**src/hw/eeprom_rd_pkg.sv**
```systemverilog
// Shared constants and types for the serial EEPROM read sequencer
package eeprom_rd_pkg;
    // Address counter spans the larger memory depth
    localparam int ADDR_W = 15;
    localparam int DATA_W = 8;
    localparam int ADDR_HI_W = ADDR_W - DATA_W;
    // Write queue carries {address, data}
    localparam int WQ_W = ADDR_W + DATA_W;
    localparam int WQ_DEPTH = 16;
    localparam logic [ADDR_W-1:0] ADDR_RESET = 15'h0000;
    localparam logic [ADDR_W-1:0] ADDR_STEP = 15'h0001;
    localparam logic [3:0] BITS_PER_BYTE = 4'h8;
    localparam logic [3:0] LAST_TX_BIT = 4'h7;
    localparam logic [3:0] BIT_STEP = 4'h1;
    localparam logic [3:0] BIT_RESET = 4'h0;
    // Select byte fields
    localparam int RW_BIT = 0;
    localparam int TYPE_HI = 7;
    localparam int TYPE_LO = 4;
    localparam int CS_HI = 3;
    localparam int CS_LO = 1;
    // Pin synchroniser lanes
    localparam int PIN_N = 5;
    localparam int PIN_SCL = 0;
    localparam int PIN_SDA = 1;
    localparam int PIN_CS_LO = 2;
    localparam int PIN_CS_HI = 4;
    localparam logic [PIN_N-1:0] PIN_IDLE = 5'h03;
    // Open-drain pin only ever pulls low
    localparam logic SDA_DRIVE_LEVEL = 1'b0;

    typedef enum logic [2:0] {
        ST_IDLE   = 3'b000,
        ST_RX     = 3'b001,
        ST_RX_ACK = 3'b010,
        ST_TX     = 3'b011,
        ST_TX_ACK = 3'b100
    } seq_state_e;

    typedef enum logic [1:0] {
        K_SEL     = 2'b00,
        K_ADDR_HI = 2'b01,
        K_ADDR_LO = 2'b10,
        K_WDATA   = 2'b11
    } rx_kind_e;
endpackage : eeprom_rd_pkg

```
**src/hw/wq_if.sv**
```systemverilog
// Valid/ready carrier between the sequencer and its write queue
`timescale 1ns/10ps
`default_nettype none
interface wq_if #(parameter int W = 8);
    logic in_valid;
    logic in_ready;
    logic [W-1:0] in_data;
    logic out_valid;
    logic out_ready;
    logic [W-1:0] out_data;
    modport owner (output in_valid, output in_data, input in_ready,
                   input out_valid, input out_data, output out_ready);
    modport store (input in_valid, input in_data, output in_ready,
                   output out_valid, output out_data, input out_ready);
endinterface : wq_if
`default_nettype wire

```
**src/hw/eeprom_read_seq.sv**
```systemverilog
// Two-wire EEPROM slave: select decode, address load and read sequencing
//
// Summary of operation
// - Counter steps after every transmitted byte
// - Read select acked, then byte at counter
// - Sequential read only by master acknowledging
// - Master ack sends next byte, no command
// - Counter wraps past last address to zero
// - Release data line, sample ninth-clock ack
// - No ack means stop and go idle
// - Respond only when chip-select bits match pins
// - Dummy write loads two address bytes first
// - Sixteen-bit address, high byte first, top ignored
`timescale 1ns/10ps
`default_nettype none
module eeprom_read_seq
    import eeprom_rd_pkg::*;
#(
    parameter logic [3:0] DEV_TYPE = 4'h5 // Device type code, value arbitrary
) (
    input wire logic clk,
    input wire logic srst,
    input wire logic scl_in,
    input wire logic sda_in,
    output var logic sda_out,
    output var logic sda_oe,
    input wire logic chip_select_pin_0,
    input wire logic chip_select_pin_1,
    input wire logic chip_select_pin_2,
    output wire logic [ADDR_W-1:0] mem_addr,
    input wire logic [DATA_W-1:0] mem_rdata,
    output wire logic wr_valid,
    output wire logic [WQ_W-1:0] wr_data,
    input wire logic wr_ready
);
    logic [PIN_N-1:0] pin_meta;
    logic [PIN_N-1:0] pin_sync;
    logic scl_prev;
    logic sda_prev;
    seq_state_e state;
    rx_kind_e kind;
    logic [3:0] bit_cnt;
    logic [DATA_W-1:0] rx_byte;
    logic [DATA_W-1:0] tx_sh;
    logic [ADDR_W-1:0] addr;
    logic [ADDR_HI_W-1:0] addr_hi;
    logic ack_seen;

    wq_if #(.W(WQ_W)) wq ();

    wq_fifo #(.WIDTH(WQ_W), .DEPTH(WQ_DEPTH)) u_wq (
        .clk(clk),
        .srst(srst),
        .q(wq)
    );

    // Pin synchroniser, first stage read only by second
    wire [PIN_N-1:0] pin_raw = {chip_select_pin_2, chip_select_pin_1, chip_select_pin_0,
                                sda_in, scl_in};
    always_ff @(posedge clk) begin
        if (srst) begin
            pin_meta <= PIN_IDLE;
            pin_sync <= PIN_IDLE;
            scl_prev <= 1'b1;
            sda_prev <= 1'b1;
        end else begin
            pin_meta <= pin_raw;
            pin_sync <= pin_meta;
            scl_prev <= pin_sync[PIN_SCL];
            sda_prev <= pin_sync[PIN_SDA];
        end
    end

    // Bus event decode
    wire scl = pin_sync[PIN_SCL];
    wire sda = pin_sync[PIN_SDA];
    wire [2:0] cs_pins = pin_sync[PIN_CS_HI:PIN_CS_LO];
    wire scl_rise = scl && !scl_prev;
    wire scl_fall = !scl && scl_prev;
    wire start_det = scl && scl_prev && sda_prev && !sda;
    wire stop_det = scl && scl_prev && !sda_prev && sda;

    // Byte and select decode
    wire rx_done = bit_cnt == BITS_PER_BYTE;
    wire is_read = rx_byte[RW_BIT];
    wire sel_match = (rx_byte[TYPE_HI:TYPE_LO] == DEV_TYPE)
                     && (rx_byte[CS_HI:CS_LO] == cs_pins);
    wire rx_ack = (kind == K_SEL) ? sel_match :
                  (kind == K_WDATA) ? wq.in_ready : 1'b1;
    wire [ADDR_W-1:0] addr_inc = addr + ADDR_STEP;
    wire tx_end = (state == ST_TX) && scl_fall && (bit_cnt == LAST_TX_BIT);
    wire rx_byte_end = (state == ST_RX) && scl_fall && rx_done;

    // Write-path queue: full queue refuses the byte with NoAck
    assign wq.in_valid = rx_byte_end && (kind == K_WDATA) && wq.in_ready;
    assign wq.in_data = {addr, rx_byte};
    assign wq.out_ready = wr_ready;
    assign wr_valid = wq.out_valid;
    assign wr_data = wq.out_data;
    assign mem_addr = addr;

    // Open-drain level, held constant
    always_ff @(posedge clk) begin
        if (srst) sda_out <= 1'b0;
        else sda_out <= SDA_DRIVE_LEVEL;
    end

    // Transfer sequencer
    always_ff @(posedge clk) begin
        if (srst) begin
            state <= ST_IDLE;
            kind <= K_SEL;
            bit_cnt <= BIT_RESET;
            rx_byte <= '0;
            tx_sh <= '0;
            addr <= ADDR_RESET;
            addr_hi <= '0;
            sda_oe <= 1'b0;
            ack_seen <= 1'b0;
        end else if (start_det) begin
            state <= ST_RX;
            kind <= K_SEL;
            bit_cnt <= BIT_RESET;
            sda_oe <= 1'b0;
        end else if (stop_det) begin
            state <= ST_IDLE;
            sda_oe <= 1'b0;
        end else begin
            unique case (state)
                ST_IDLE: begin
                    sda_oe <= 1'b0;
                end
                ST_RX: begin
                    if (scl_rise && !rx_done) begin
                        rx_byte <= {rx_byte[DATA_W-2:0], sda};
                        bit_cnt <= bit_cnt + BIT_STEP;
                    end else if (rx_byte_end) begin
                        state <= rx_ack ? ST_RX_ACK : ST_IDLE;
                        sda_oe <= rx_ack;
                    end
                end
                ST_RX_ACK: begin
                    if (scl_fall) begin
                        bit_cnt <= BIT_RESET;
                        state <= ST_RX;
                        unique case (kind)
                            K_SEL: begin
                                if (is_read) begin
                                    state <= ST_TX;
                                    tx_sh <= mem_rdata;
                                end else begin
                                    kind <= K_ADDR_HI;
                                end
                            end
                            K_ADDR_HI: begin
                                addr_hi <= rx_byte[ADDR_HI_W-1:0];
                                kind <= K_ADDR_LO;
                            end
                            K_ADDR_LO: begin
                                addr <= {addr_hi, rx_byte};
                                kind <= K_WDATA;
                            end
                            K_WDATA: begin
                                kind <= K_WDATA;
                            end
                        endcase
                        sda_oe <= (kind == K_SEL) && is_read && !mem_rdata[DATA_W-1];
                    end
                end
                ST_TX: begin
                    if (tx_end) begin
                        state <= ST_TX_ACK;
                        sda_oe <= 1'b0;
                        addr <= addr_inc;
                    end else if (scl_fall) begin
                        bit_cnt <= bit_cnt + BIT_STEP;
                        tx_sh <= {tx_sh[DATA_W-2:0], 1'b0};
                        sda_oe <= !tx_sh[DATA_W-2];
                    end
                end
                ST_TX_ACK: begin
                    if (scl_rise) begin
                        ack_seen <= !sda;
                    end else if (scl_fall && ack_seen) begin
                        state <= ST_TX;
                        bit_cnt <= BIT_RESET;
                        tx_sh <= mem_rdata;
                        sda_oe <= !mem_rdata[DATA_W-1];
                    end else if (scl_fall) begin
                        state <= ST_IDLE;
                    end
                end
                default: begin
                    state <= ST_IDLE;
                    sda_oe <= 1'b0;
                end
            endcase
        end
    end
endmodule : eeprom_read_seq
`default_nettype wire

```
**src/hw/wq_fifo.sv**
```systemverilog
// Parameterised synchronous FIFO with valid/ready on both sides
`timescale 1ns/10ps
`default_nettype none
module wq_fifo #(
    parameter int WIDTH = 8,
    parameter int DEPTH = 16
) (
    input wire logic clk,
    input wire logic srst,
    wq_if.store q
);
    localparam int PW = $clog2(DEPTH);
    localparam logic [PW:0] FULL_FILL = (PW+1)'(DEPTH);
    localparam logic [PW-1:0] PTR_STEP = PW'(1);
    localparam logic [PW:0] FILL_STEP = (PW+1)'(1);

    logic [WIDTH-1:0] mem [DEPTH];
    logic [PW-1:0] wr_ptr;
    logic [PW-1:0] rd_ptr;
    logic [PW:0] fill;

    // Handshake decode and honest full/empty
    wire push = q.in_valid && q.in_ready;
    wire pop = q.out_valid && q.out_ready;
    assign q.in_ready = fill != FULL_FILL;
    assign q.out_valid = fill != '0;
    assign q.out_data = mem[rd_ptr];

    // Storage write, no reset needed
    always_ff @(posedge clk) begin
        if (push) begin
            mem[wr_ptr] <= q.in_data;
        end
    end

    // Pointers and fill level
    always_ff @(posedge clk) begin
        if (srst) begin
            wr_ptr <= '0;
            rd_ptr <= '0;
            fill <= '0;
        end else begin
            if (push) wr_ptr <= wr_ptr + PTR_STEP;
            if (pop) rd_ptr <= rd_ptr + PTR_STEP;
            if (push && !pop) fill <= fill + FILL_STEP;
            else if (pop && !push) fill <= fill - FILL_STEP;
        end
    end
endmodule : wq_fifo
`default_nettype wire

```
**config.mk**
```make
export PLATFORM = sky130hd
export DESIGN_NAME = eeprom_read_seq
export DESIGN_NICKNAME = d
export VERILOG_FILES = /design/src/hw/eeprom_rd_pkg.sv /design/src/hw/wq_if.sv /design/src/hw/eeprom_read_seq.sv /design/src/hw/wq_fifo.sv
export SDC_FILE = /design/constraint.sdc
export NUM_CORES = 1
export LEC_CHECK = 0
export ABC_AREA = 1
export CORE_UTILIZATION = 42
export DETAILED_ROUTE_END_ITERATION = 8
export DONT_BUFFER_PORTS = 1
export SYNTH_ARGS = -nofsm -noshare
export SYNTH_HDL_FRONTEND = slang
export SYNTH_HIERARCHICAL = 1
export SYNTH_SLANG_ARGS = --single-unit
```
**constraint.sdc**
```tcl
create_clock -name clk -period 4 [get_ports clk]
set_input_delay 0.8 -clock clk [delete_from_list [all_inputs] [get_ports clk]]
set_output_delay 0.8 -clock clk [all_outputs]
set_load 0.02 [all_outputs]
```
==> flow_summary.yaml <==
synth:
  yosys_warnings: 6
  synth.area.mux_share_pct: 0
  netlist_area_um2: 20000
  ys_seq_area_share_pct: 62.9
  syn_nets: 2139
  synth_fa_ha_area_share_pct: 0.850
  async_flop_share_pct: 0
  synth.avg_cell_area_um2: 9.49
  synth_top_area_share_pct: 55.2
  synth_top_flop_cell: "edfxtp_1"
  synth_area_leader_cell: "edfxtp_1"
  synthXorXnorAreaFrac_pct: 0.175
  synth_top_family_by_area: "simple AND/OR/NAND/NOR gates"
  yosys_register_bits: 445
  yosysUniqueCellTypes: 39
  synthCells: 2110
  yosys.area_share.simple_pct: 24.2
  synth-edff-count: 368
  ys_top_cells_by_area: "edfxtp_1 55%, nand2_1 12%, nand3_1 7.9%"
  synth_compound_area_share_pct: 2.26
worst_setup_path:
  rrSetupSlack_ns: 0.62
  cp-start-kind: "flip-flop"
  cp_cell_sequence: "inv_2, buf_4, nand3_1, nand3_1, nand3_1, nand2_1"
  reg2reg_from: "u_wq/fill[0]$_SDFFE_PP0P_"
  critPathRequiredTime_ns: 3.20
  timing.rr.end: "u_wq/mem[0][16]$_DFFE_PP_"
  path_max_fanout: 38
  endpoint_kind: "output pin"
  crit_path_max_incr_delay_ns: 0.68
  crit_top_cell: "nand3_1"
  crit_type: "flip-flop to output pin"
  rr_worst_depth: 8
  cp_slowest_cell: "dfxtp_4"
  worst-endpoint-arrival_ns: 2.84
global_routing:
  grtUsageTotal_pct: 22.2
  grt_pass1_vias: 13102
  grt-ovfl-total: 0
  grt_antenna_before_repair: 0
  grt_max_degree: 185
  grt_pass1_wl_um: 79800
timing:
  drv_slew: 0
  setup_viol: 0
  final-hold-violation-count: 0
  tightest_slew_ns: 1.19
  rsz0062_at_grt: "false"
  tns_ns: 0
  fin_crit_ns: 3.64
  hold-worst-slack_ns: 0.283
  max_clock_freq_mhz: 275
  min_period_over_period_pct: 90.9
  relSlewSlack_pct: 20.5
  post-route-worst-setup-slack_ns: 0.364
  finClkSkew_ns: 0.0196
min_path:
  min_path_type: "input port to flip-flop"
  whs_path_depth: 1
  whs_endpoint: "mem_addr[13]$_SDFFE_PP0P_"
  min_from: "srst"
routing:
  wl_per_cell_um: 19.3
  first_pass_iters: 6
  ant_nets: 0
  drc_errors: 0
  vias: 14191
  vias_per_cell: 5.15
  drt_iter0_markers: 1500
  wl_um: 53200
clocking:
  clk_path_buf_depth: 3
  hold_buffers: 0
  clk_pin_slew_ns: 0.06
  cts_buffers: 48
  cts_max_level: 2
  clock_latency_ns: 0.59
  cts.sinks: 445
  cts_root_buf: "clkbuf_16"
  cts_tree: "done"
  post_cts_buffers: 0
  cts_resized: 0
die:
  start_util_pct: 42.8
  core_area_um2: 46800
  dieWidth_um: 220
  num_io_pins: 57
  die_h_um: 220
  die_area_um2: 48500
  rows: 79
layout:
  finalNetCount: 2136
  finalNonFillerCells: 2753
  drive_gt1_share_pct: 8.53
  seqCellArea_um2: 12600
  multiInputGateArea_um2: 5630
  areaGrowthSynthToFinish_pct: 10.5
  num-fill-cells: 4374
placement:
  dp_hpwl_um: 32700
  dp_slack_ns: 0.670
  gpl.final_weighted_congestion: 0.851
  io_buffer_count: 0
  dp_cells: 2664
status:
  status: "complete, no violations"
pwr:
  finalPower_w: 0.0117
  leakagePower_nw: 9.35
  power_density_nw_per_um2: 527
  peakVddDrop_v: 0.000348
run:
  maxCapViolCount: 0
[through the flow]
step	area [um^2]	util [%]
6_report	22100	47.3
5_1_grt	22100	47.3
4_1_cts	22100	47.3
3_5_place_dp	20600	44.2
3_3_place_gp	20600	44.2
2_1_floorplan	20000	-
[critical path: cells and delay by family, from the launching register on]
family | cells | cell delay [ns]
flops | 1 | 0.68
simple gates | 4 | 0.74
buf+inv | 2 | 0.79
[logic make-up after synthesis]
logic type	Yosys count
buf+inv	442
xor+xnor	4
simple gates	1120
compound gates	85
other cells	1
fa+ha+maj	13
flops	445
[per-layer routing]
metal	vias up	wire length (um)	part of all wire [%]	track usage [%]
met3	90	4370	8.2	3.45
met5	-	0	0	0
met2	535	23000	43	33.0
met1	6807	24000	45	32.5
li1	6759	-	-	-
met4	0	1820	3.4	8.69
[state kept, by name, summed over array words and instances (netlist names), named ones only]
name         flops
u_wq/mem       368
mem_addr        15
rx_byte          8
addr_hi          7
tx_sh            7
pin_meta         5
pin_sync         5
u_wq/fill        5
bit_cnt          4
u_wq/rd_ptr      4
u_wq/wr_ptr      4
state            3
kind             2
ack_seen         1
scl_prev         1
sda_oe           1
sda_prev         1
[worst max path at each step]
stage                                end
5_1_grt                      wr_data[14]
3_5_place_dp   u_wq/mem[12][9]$_DFFE_PP_
4_1_cts                       wr_data[7]
3_3_place_gp   u_wq/fill[3]$_SDFFE_PP0P_
6_report                     wr_data[14]
2_1_floorplan   u_wq/mem[0][0]$_DFFE_PP_
[where the power goes]
group | total [W] | switching (W) | internal (W) | leakage (nW)
combinational | 0.00217 | 0.00158 | 0.000597 | 4.37
clock | 0.00424 | 0.00182 | 0.00242 | 0.727
sequential | 0.00525 | 0.000158 | 0.00509 | 4.26
[cells in the mapped netlist (9+ instances only)]
cell / n
inv_1: 341
nand2_2: 9
ha_1: 12
o21ai_1: 12
edfxtp_1: 368
buf_2: 34
nand3_1: 316
a21oi_1: 29
buf_4: 10
o21ai_0: 36
nand2_1: 631
buf_6: 20
dfxtp_1: 77
nor2_1: 118
clkbuf_1: 16
or2_2: 12
inv_2: 9
[cell type report]
cell class / count / share of cell area [%]
clock buffers: 69 / 6.12
flip-flops and latches: 445 / 57.0
repair buffers: 35 / 1.41
inverters: 354 / 6.07
clock inverters: 19 / 0.566
well taps: 607 / 3.43
multi-input cells: 1223 / 25.4
diodes: 1 / 0.0113
[layout by cell type (no fill, tap or decap), types with 14 or more instances in the layout]
cell,netlist,routed
edfxtp_1,368,368
buf_4,10,31
o21ai_0,36,36
nand2_1,631,631
nor2_1,118,102
nor2_4,5,21
nand3_1,316,316
dfxtp_1,77,74
a21oi_1,29,29
inv_1,341,340
clkbuf_16,0,49
clkbuf_1,16,14
Note: power is estimated with default switching activity, not from simulation.
